## src/mdc_pkg_sync.sv

```systemverilog
// constants package and pin input synchroniser for the converter front end
package mdc_pkg;
   // ------------------------------------------------------------------
   // register map
   // ------------------------------------------------------------------
   localparam logic [3:0] MDC_CTRL_OFF      = 4'h0;
   localparam logic [3:0] MDC_STAT_OFF      = 4'h4;
   // ------------------------------------------------------------------
   // control fields
   // ------------------------------------------------------------------
   localparam int         MDC_RATIO_POS     = 0;
   localparam int         MDC_CLOCK_DIVISION_SELECT_POS      = 1;
   localparam int         MDC_PSS_POS       = 3;
   localparam int         MDC_MODE_POS      = 6;
   localparam int         MDC_INPUT_UNDERCLOCK_MODE_POS      = 8;
   localparam logic [8:0] MDC_CTRL_RST      = 9'h1c0;
   // ------------------------------------------------------------------
   // status fields
   // ------------------------------------------------------------------
   localparam int         MDC_SETUP_POS     = 0;
   localparam int         MDC_HOLD_POS      = 1;
   localparam int         MDC_SYNC_POS      = 2;
   localparam int         MDC_BADDIV_POS    = 3;
   localparam int         MDC_LIVE_SU_POS   = 4;
   localparam int         MDC_LIVE_HD_POS   = 5;
   localparam logic [3:0] MDC_STAT_RST      = 4'h0;
   // ------------------------------------------------------------------
   // frame geometry
   // ------------------------------------------------------------------
   localparam int         MDC_WORD_W        = 10;
   localparam int         MDC_PORTS         = 4;
   localparam int         MDC_PIN_STAGES    = 3;
   localparam int         MDC_PSS_TAPS      = 4;

   typedef enum logic [1:0] {
      MDC_MODE_NRZ  = 2'b00,
      MDC_MODE_NARROW_RETURN_ZERO_MODE = 2'b01,
      MDC_MODE_RTZ  = 2'b10,
      MDC_MODE_RF   = 2'b11
   } mdc_mode_t;

   typedef enum logic [1:0] {
      MDC_DIV_ONE   = 2'b00,
      MDC_DIV_TWO   = 2'b01,
      MDC_DIV_BAD_A = 2'b10,
      MDC_DIV_BAD_B = 2'b11
   } mdc_div_t;

   typedef enum logic {
      MDC_BUS_IDLE  = 1'b0,
      MDC_BUS_ACK   = 1'b1
   } mdc_bus_t;
endpackage : mdc_pkg

`timescale 1ns/100ps
module mdc_pin_sync #(
   parameter int WIDTH = 8
) (
   // clock and reset
   input  wire logic             core_clk,
   input  wire logic             rst,
   // raw pins and settled value
   input  wire logic [WIDTH-1:0] pin_raw,
   output logic      [WIDTH-1:0] pin_settled
);
   logic [WIDTH-1:0] st1_q;
   logic [WIDTH-1:0] st2_q;
   logic [WIDTH-1:0] st3_q;

   always_ff @(posedge core_clk) begin
      if (rst) begin
         st1_q <= '0;
         st2_q <= '0;
         st3_q <= '0;
      end else begin
         st1_q <= pin_raw;
         st2_q <= st1_q;
         st3_q <= st2_q;
      end
   end

   // a change counts once stages two and three agree
   genvar g;
   generate
      for (g = 0; g < WIDTH; g++) begin : g_bit
         always_ff @(posedge core_clk) begin
            if (rst) begin
               pin_settled[g] <= 1'b0;
            end else if (st2_q[g] == st3_q[g]) begin
               pin_settled[g] <= st3_q[g];
            end
         end
      end
   endgenerate
endmodule : mdc_pin_sync

```

## src/mdc_front.sv

```systemverilog
// multiplexing converter front end: serialiser, forwarded clock, timing check
`timescale 1ns/100ps
module mdc_front
   import mdc_pkg::*;
#(
   parameter int WORD_W = mdc_pkg::MDC_WORD_W
) (
   // clock and reset
   input  wire logic                  core_clk,
   input  wire logic                  rst,
   // avalon-mm slave
   input  wire logic [3:0]            avs_address,
   input  wire logic                  avs_read,
   input  wire logic                  avs_write,
   input  wire logic [31:0]           avs_writedata,
   input  wire logic [3:0]            avs_byteenable,
   output logic      [31:0]           avs_readdata,
   output logic                       avs_waitrequest,
   // parallel input ports from the fpga
   input  wire logic [WORD_W-1:0]     port_a,
   input  wire logic [WORD_W-1:0]     port_b,
   input  wire logic [WORD_W-1:0]     port_c,
   input  wire logic [WORD_W-1:0]     port_d,
   input  wire logic                  data_check_p,
   input  wire logic                  sync_pair,
   // forwarded clock and timing flags
   output logic                       fwd_data_clock_p,
   output logic                       fwd_data_clock_n,
   output logic                       setup_violation_flag,
   output logic                       hold_violation_flag,
   // converter core side
   output logic      [WORD_W-1:0]     core_sample,
   output mdc_pkg::mdc_mode_t         output_mode,
   output logic                       input_underclock_mode
);
   import mdc_pkg::*;

   localparam int PW = MDC_PORTS * WORD_W + 2;

   // ------------------------------------------------------------------
   // pin synchronisation
   // ------------------------------------------------------------------
   logic [PW-1:0]     pins_settled;
   logic [WORD_W-1:0] in_word [MDC_PORTS];
   logic              check_s;
   logic              sync_s;
   logic              sync_prev_q;
   logic              sync_rise;

   mdc_pin_sync #(
      .WIDTH       (PW)
   ) u_pins (
      .core_clk    (core_clk),
      .rst         (rst),
      .pin_raw     ({sync_pair, data_check_p, port_d, port_c, port_b, port_a}),
      .pin_settled (pins_settled)
   );

   genvar gp;
   generate
      for (gp = 0; gp < MDC_PORTS; gp++) begin : g_port
         assign in_word[gp] = pins_settled[gp*WORD_W +: WORD_W];
      end
   endgenerate

   assign check_s = pins_settled[PW-2];
   assign sync_s  = pins_settled[PW-1];

   always_ff @(posedge core_clk) begin
      if (rst) begin
         sync_prev_q <= 1'b0;
      end else begin
         sync_prev_q <= sync_s;
      end
   end

   assign sync_rise = sync_s & ~sync_prev_q;

   // ------------------------------------------------------------------
   // control register
   // ------------------------------------------------------------------
   logic [8:0]        ctrl_q;
   logic              ratio_two;
   mdc_div_t          div_sel;
   logic              div_two;
   logic              div_bad;
   logic [2:0]        phase_shift_select;
   logic              bus_wr;
   logic              bus_rd;
   mdc_bus_t          bus_q;

   assign ratio_two             = ctrl_q[MDC_RATIO_POS];
   assign div_sel               = mdc_div_t'(ctrl_q[MDC_CLOCK_DIVISION_SELECT_POS +: 2]);
   assign phase_shift_select                   = ctrl_q[MDC_PSS_POS +: 3];
   assign output_mode           = mdc_mode_t'(ctrl_q[MDC_MODE_POS +: 2]);
   assign input_underclock_mode = ctrl_q[MDC_INPUT_UNDERCLOCK_MODE_POS];

   // codes 10 and 11 are refused: run at factor one, flag in status
   always_comb begin
      div_two = 1'b0;
      div_bad = 1'b0;
      unique case (div_sel)
         MDC_DIV_ONE:   div_two = 1'b0;
         MDC_DIV_TWO:   div_two = 1'b1;
         MDC_DIV_BAD_A: div_bad = 1'b1;
         MDC_DIV_BAD_B: div_bad = 1'b1;
      endcase
   end

   always_ff @(posedge core_clk) begin
      if (rst) begin
         ctrl_q <= MDC_CTRL_RST;
      end else if (bus_wr && avs_address == MDC_CTRL_OFF) begin
         if (avs_byteenable[0]) begin
            ctrl_q[7:0] <= avs_writedata[7:0];
         end
         if (avs_byteenable[1]) begin
            ctrl_q[8] <= avs_writedata[8];
         end
      end
   end

   // ------------------------------------------------------------------
   // frame sequencing
   // ------------------------------------------------------------------
   logic              sub_q;
   logic [1:0]        idx_q;
   logic              frm_q;
   logic              clk_base_q;
   logic              last_sub;
   logic              last_idx;
   logic              last_frm;
   logic              frame_end;
   logic              mid_point;

   // under-clocking holds each sample for two sampling cycles
   assign last_sub  = (sub_q == input_underclock_mode);
   assign last_idx  = (idx_q == (ratio_two ? 2'h1 : 2'h3));
   assign last_frm  = (frm_q == div_two);
   assign frame_end = last_sub & last_idx;
   // sample the check line one cycle before the frame ends, after it has settled
   assign mid_point = input_underclock_mode ? (last_idx & ~sub_q)
                                            : (idx_q == (ratio_two ? 2'h0 : 2'h2));

   always_ff @(posedge core_clk) begin
      if (rst || sync_rise) begin
         sub_q <= 1'b0;
      end else begin
         sub_q <= last_sub ? 1'b0 : ~sub_q;
      end
   end

   always_ff @(posedge core_clk) begin
      if (rst || sync_rise) begin
         idx_q <= 2'h0;
      end else if (frame_end) begin
         idx_q <= 2'h0;
      end else if (last_sub) begin
         idx_q <= idx_q + 2'h1;
      end
   end

   always_ff @(posedge core_clk) begin
      if (rst || sync_rise) begin
         frm_q <= 1'b0;
      end else if (frame_end) begin
         frm_q <= last_frm ? 1'b0 : ~frm_q;
      end
   end

   // one half period per frame at factor one, so words move on both edges
   always_ff @(posedge core_clk) begin
      if (rst || sync_rise) begin
         clk_base_q <= 1'b0;
      end else if (frame_end && last_frm) begin
         clk_base_q <= ~clk_base_q;
      end
   end

   // ------------------------------------------------------------------
   // phase shift of the forwarded clock
   // ------------------------------------------------------------------
   logic [MDC_PSS_TAPS-1:0] dly_q;
   logic                    tap;
   logic                    half_q;
   logic                    fwd_q;

   always_ff @(posedge core_clk) begin
      if (rst) begin
         dly_q <= '0;
      end else begin
         dly_q <= {dly_q[MDC_PSS_TAPS-2:0], clk_base_q};
      end
   end

   // whole cycles from the upper bits, half cycle from the falling edge
   always_comb begin
      tap = clk_base_q;
      unique case (phase_shift_select[2:1])
         2'h0: tap = dly_q[0];
         2'h1: tap = dly_q[1];
         2'h2: tap = dly_q[2];
         2'h3: tap = dly_q[3];
      endcase
   end

   always_ff @(negedge core_clk) begin
      if (rst) begin
         half_q <= 1'b0;
      end else begin
         half_q <= fwd_q;
      end
   end

   always_ff @(posedge core_clk) begin
      if (rst) begin
         fwd_q <= 1'b0;
      end else begin
         fwd_q <= tap;
      end
   end

   assign fwd_data_clock_p = phase_shift_select[0] ? half_q : fwd_q;
   assign fwd_data_clock_n = ~fwd_data_clock_p;

   // ------------------------------------------------------------------
   // serialiser
   // ------------------------------------------------------------------
   logic [WORD_W-1:0] hold_q [MDC_PORTS];
   logic [WORD_W-1:0] next_word;

   genvar gh;
   generate
      for (gh = 0; gh < MDC_PORTS; gh++) begin : g_hold
         always_ff @(posedge core_clk) begin
            if (rst) begin
               hold_q[gh] <= '0;
            end else if (frame_end) begin
               // upper ports stay cleared in two-to-one
               hold_q[gh] <= (ratio_two && gh >= 2) ? '0 : in_word[gh];
            end
         end
      end
   endgenerate

   always_comb begin
      next_word = hold_q[0];
      unique case (idx_q)
         2'h0: next_word = hold_q[0];
         2'h1: next_word = hold_q[1];
         2'h2: next_word = hold_q[2];
         2'h3: next_word = hold_q[3];
      endcase
   end

   always_ff @(posedge core_clk) begin
      if (rst) begin
         core_sample <= '0;
      end else begin
         core_sample <= next_word;
      end
   end

   // ------------------------------------------------------------------
   // timing check on the toggling check line
   // ------------------------------------------------------------------
   logic              mid_chk_q;
   logic              su_live_q;
   logic              hd_live_q;
   logic              chk_armed_q;

   always_ff @(posedge core_clk) begin
      if (rst || sync_rise) begin
         mid_chk_q   <= 1'b0;
         chk_armed_q <= 1'b0;
         su_live_q   <= 1'b0;
      end else if (mid_point) begin
         mid_chk_q   <= check_s;
         chk_armed_q <= 1'b1;
         // no toggle since the last mid point: data arrives late
         su_live_q   <= chk_armed_q & (check_s == mid_chk_q);
      end
   end

   always_ff @(posedge core_clk) begin
      if (rst || sync_rise) begin
         hd_live_q <= 1'b0;
      end else if (frame_end) begin
         // line moved before the window closed: data left too early
         hd_live_q <= chk_armed_q & (check_s != mid_chk_q);
      end
   end

   assign setup_violation_flag = su_live_q;
   assign hold_violation_flag  = hd_live_q;

   // ------------------------------------------------------------------
   // sticky status, write one to clear, set wins
   // ------------------------------------------------------------------
   logic [3:0]        stat_q;
   logic [3:0]        stat_set;
   logic [3:0]        stat_clr;

   assign stat_set = {div_bad, sync_rise, hd_live_q, su_live_q};
   assign stat_clr = (bus_wr && avs_address == MDC_STAT_OFF && avs_byteenable[0])
                     ? avs_writedata[3:0] : 4'h0;

   always_ff @(posedge core_clk) begin
      if (rst) begin
         stat_q <= MDC_STAT_RST;
      end else begin
         stat_q <= (stat_q & ~stat_clr) | stat_set;
      end
   end

   // ------------------------------------------------------------------
   // avalon-mm slave: one wait cycle, answer on the second
   // ------------------------------------------------------------------
   always_ff @(posedge core_clk) begin
      if (rst) begin
         bus_q <= MDC_BUS_IDLE;
      end else begin
         unique case (bus_q)
            MDC_BUS_IDLE: bus_q <= (avs_read || avs_write) ? MDC_BUS_ACK : MDC_BUS_IDLE;
            MDC_BUS_ACK:  bus_q <= MDC_BUS_IDLE;
         endcase
      end
   end

   assign avs_waitrequest = (avs_read || avs_write) && (bus_q == MDC_BUS_IDLE);
   assign bus_wr          = avs_write && (bus_q == MDC_BUS_ACK);
   assign bus_rd          = avs_read && (bus_q == MDC_BUS_IDLE);

   always_ff @(posedge core_clk) begin
      if (rst) begin
         avs_readdata <= 32'h0;
      end else if (bus_rd) begin
         unique case (avs_address)
            MDC_CTRL_OFF: avs_readdata <= {23'h0, ctrl_q};
            MDC_STAT_OFF: avs_readdata <= {26'h0, hd_live_q, su_live_q, stat_q};
            default:      avs_readdata <= 32'h0;
         endcase
      end
   end
endmodule : mdc_front

```

## config.mk

```make
export PLATFORM = sky130hd
export DESIGN_NAME = mdc_front
export DESIGN_NICKNAME = d
export VERILOG_FILES = /design/src/mdc_pkg_sync.sv /design/src/mdc_front.sv
export SDC_FILE = /design/constraint.sdc
export NUM_CORES = 1
export LEC_CHECK = 0
export ABC_AREA = 1
export BUFFER_PORTS_ARGS = -buffer_cell sky130_fd_sc_hd__buf_2
export CAP_MARGIN = 40
export CORE_MARGIN = 5
export CORE_UTILIZATION = 30
export DETAILED_ROUTE_END_ITERATION = 10
export PLACE_DENSITY = 0.48
export SKIP_LAST_GASP = 1
export SLEW_MARGIN = 15
export SYNTH_ARGS = -nofsm -noshare
export SYNTH_HDL_FRONTEND = slang
export SYNTH_HIERARCHICAL = 1
export SYNTH_SLANG_ARGS = --single-unit
```

## constraint.sdc

```tcl
create_clock -name core_clk -period 4.43 [get_ports core_clk]
set_input_delay 0.886 -clock core_clk [delete_from_list [all_inputs] [get_ports core_clk]]
set_output_delay 0.886 -clock core_clk [all_outputs]
set_load 0.02 [all_outputs]
```

## Yosys cells after proc, flatten, opt, wreduce, memory -nomap -nowiden

Memory sizes are Yosys's and may differ from the RTL's.
Cells that the tools add are included.
W data, S select, Z words.

- Add/sub/neg operators: 1
- Equal/unequal tests: 58
- Muxes and demuxes: 24
- Bitwise logic cells: 18
- Reduce and logical (&&, ||, !) cells: 17

Operators with widths:

| cell | number |
|---|---|
| $mux W10 | 6 |
| $eq A1 B1 Y1 | 45 |
| $pmux W10 S4 | 1 |
| $pmux W9 S2 | 1 |
| $eq A2 B2 Y1 const B | 6 |
| $mux W1 | 11 |
| $logic_and A1 B1 Y1 | 7 |
| $eq A2 B1 Y1 const B | 3 |
| $not A1 Y1 | 6 |
| $reduce_or A2 Y1 | 3 |
| $and A1 B1 Y1 | 5 |
| $and A4 B4 Y4 | 1 |
| $eq A2 B2 Y1 | 2 |
| $eq A4 B3 Y1 const B | 1 |
| $logic_not A2 Y1 | 2 |
| $logic_not A4 Y1 | 1 |
| $mux W2 | 2 |
| $mux W4 | 1 |
| $not A4 Y4 | 1 |
| $or A1 B1 Y1 | 4 |
| $or A4 B4 Y4 | 1 |
| $pmux W1 S4 | 1 |
| $reduce_and A2 Y1 | 2 |
| $add A2 B1 Y2 const B | 1 |
| 3 further kinds | 4 |

- Bits in registers: 240
- Memory bits (writable): 40
- Output and inout bits: 50
- Memories kept: 1

Memories:

| memory | words | bits a word | read ports | clocked after Yosys merged registers in | wr ports | line | text |
|---|---|---|---|---|---|---|---|
| hold_q | 4 | 10 | 4 | 0 | 4 | mdc_front.sv:229 | `logic [WORD_W-1:0] hold_q [MDC_PORTS];` |

## Logic depth before layout (Yosys ltp)

- Depth after elaboration: 7
- Depth in mapped cells: 7
- Mapped depth without buffers: 7

## By module

The synthesis kept the hierarchy.

By module, submodules not included:

| module | instances | cells an instance | area an instance (um^2) | sequential area each (um^2) |
|---|---|---|---|---|
| mdc_pin_sync | 1 | 565 | 5031.1 | 3363.2 |
| mdc_front | 1 | 453 | 3940.0 | 2182.1 |

==> summary.md <==
| Metric | Value |
|---|---|
| Status | finished clean |
| Async S/R FF share, synth | 0% |
| Critical Setup Path Class | register to output pin |
| Hold_buf cts | 0 |
| Placed insts | 1465 |
| Vias in the first global route | 5818 |
| Gp weighted congestion | 0.7341 |
| Post-synthesis area per instance | 8.812 sq um |
| Maximum fanout along the worst path | 2 |
| WL final | 16850 microns |
| Final std cells w/o fill | 1517 |
| Root Buffer | clkbuf_16 |
| Hold Crit Class | register to register |
| Clk pwr share | 45.5% |
| Critical Path AT | 3.53 ns |
| Max-slew violation count | 0 |
| Final hold violation count | 0 |
| Mapped Area | 8971 sq um |
| Required time of the critical path | 3.54 ns |
| Hold_ws | 0.3988 ns |
| Logic pwr share | 5.1% |
| DRC violations left | 0 |
| Overflow after GRT | 0 |
| Final core occ | 35.77% |
| IR drop worst, VDD | 0.0002768 V |
| Multi-input gate area | 2337 sq um |
| Post-layout net count | 1196 |
| Drt pass-1 iters | 4 |
| CTS Buf Count | 28 |
| Sequential share of power | 49.4% |
| RSZ-0062 raised after global routing | yes |
| Placed Area | 9637 sq um |
| Die ar. | 33460 sq um |
| Final setup fails | 0 |
| Max Cap Violations | 0 |
| Flop-to-flop setup slack | 1.73 ns |
| Max clock buf depth | 3 |
| Worst Max-Slew Pin Slew | 0.7549 ns |
| Global-route wire length before repair | 28180 microns |
| H-tree levels | 1 |
| Die width | 182.9 microns |
| Setup_tns | 0 ns |
| Cells after Synth | 1018 |
| Finished Cell Area | 10570 sq um |
| Post-synthesis sequential area ratio | 61.81% |
| Synth cell types | 30 |
| Leakage | 4.354 nW |
| Area share of the largest cell type after synthesis | 48.42% |
| Clk_lat worst skew | 0.57 ns |
| I/O pins | 136 |
| Crit end category | output pin |
| TritonCTS clock tree | done |
| Row count | 63 |
| DRT antenna net count | 0 |
| Via/cell ratio | 3.985 |
| Flops & latches, synth | 257 |
| Clock transition at path regs | 0.06 ns |
| Layout area overhead | 17.85% |
| Startpoint Class | register |
| # fillers | 3140 |
| Register Area | 5545 sq um |
| Vias | 6045 |
| Skew final | 0.04539 ns |
| GRT Total Usage | 10.04% |
| Detailed Place HPWL | 11100 microns |
| Power Density | 475.0 nW/um^2 |
| Core Region | 29560 sq um |
| Switching share of total power | 22.02% |
| Sink Count | 257 |
| IO Port Bufs | 87 |
| DIE HEIGHT | 182.9 microns |
| Initial Util | 30.35% |
| Top cells by area, synth | dfxtp_1 (48%), edfxtp_1 (13%), nor2_1 (9.7%), inv_1 (8.5%), a21oi_1 (3.8%) |
| Top_reg_cell synth | dfxtp_1 |
| Slew margin rel. | 49.62% |
| P_int | 3.916 mW |
| Commonest non-fill, non-tap cells in the layout | nor2_1 (232), dfxtp_1 (217), inv_1 (204) |
| DR WL/cell | 11.11 microns |
| First DRT Iteration DRCs | 342 |
| Share of cells above drive strength 1 | 14.48% |
| Initial antenna violation count | 0 |
| Warnings, synthesis | 6 |
| Cell taking the most area after synthesis | dfxtp_1 |
| Commonest non-fill, non-tap cell in the layout | nor2_1 |
| Largest net degree at the start of global routing | 73 |
| NetSw | 1.106 mW |
| Post-synth EDFFs | 40 |
## stage by stage
stage | worst slack (ns) | power (mW)
4_1_cts | -0.008870 | 5.103
5_1_grt | -0.07190 | 5.249
3_5_place_dp | 0.4811 | 2.795
3_3_place_gp | 0.4704 | 2.790
2_1_floorplan | 0.2708 | 2.720
6_report | 0.009457 | 5.022
## synth_stat cells (5+ instances only)
cell type,n
o211ai_1,5
buf_2,11
nor2_1,232
a31oi_1,10
clkbuf_1,6
nor2_2,22
ha_1,5
nand2_1,62
edfxtp_1,40
buf_6,8
nand3_1,11
inv_1,204
o21ai_1,15
buf_4,29
o21ai_0,56
a21oi_1,68
dfxtp_1,217
## power by group through the flow
stage                     Sequential, mW  Clock [mW]  Combinational [mW]
after floorplan                     2.54     0.00283               0.173
after global placement              2.53     0.00283               0.256
after detailed placement            2.53     0.00283               0.260
after CTS                           2.48        2.36               0.261
after global routing                2.49        2.47               0.294
final                               2.48        2.28               0.256
## routing by layer
layer  up-vias  GRT usage, %  wire length [microns]
li1       3213             -                      -
met1      2690         13.86                   8110
met2       109         15.94                   7470
met3        33         2.182                    871
met4         0         2.861                    396
met5         -             0                      0
## worst max-delay path, cell delays in order, from the launching register on
cell	delay [ns]
dfxtp_1	0.29
or2_4	0.22
o21ai_2	0.06
inv_1	0.06
buf_6	0.12
## repair_timing
| action | 4_1_cts | 5_1_grt |
|---|---|---|
| hold endpoints to repair | 0 | 0 |
| gates resized for setup | 5 | 0 |
| setup endpoints to repair | 2 | 2 |
| pin swaps | 1 | 0 |
| setup buffers | 0 | 0 |
## cells by family after synthesis
family	synth area share [%]
compound gates	8.870
buf+inv	13.12
simple gates	15.36
other cells	0.04180
fa+ha+maj	0.6974
flops	61.81
xor+xnor	0.09765
## sequential cells by signal, indices dropped and copies added, names as in the netlist, 2 cells and up
signal and cells:
u_pins/st1_q 42, u_pins/st2_q 42, core_sample 10, avs_readdata 9, ctrl_q 9, u_pins/pin_settled 42
idx_q 2, u_pins/st3_q 42, hold_q 40, dly_q 4, stat_q 4
## final timing paths
| kind | start | end | depth (start not counted) |
|---|---|---|---|
| min | u_pins/st1_q[7] | u_pins/st2_q[7] | 2 |
| max reg2reg | fwd_q | half_q | 2 |
| min reg2reg | u_pins/st1_q[7] | u_pins/st2_q[7] | 2 |
| max | half_q | fwd_data_clock_p | 4 |
## cell type report
type	instances	share of cell area, %
Timing Repair Buffer	91	4.675
Inverter	206	7.385
Antenna cell	1	0.02367
Tap cell	390	4.615
Clock buffer	44	7.763
Sequential cell	257	52.45
Clock inverter	8	0.9823
Multi-Input combinational cell	520	22.11
(Power assumes the default switching activity.)
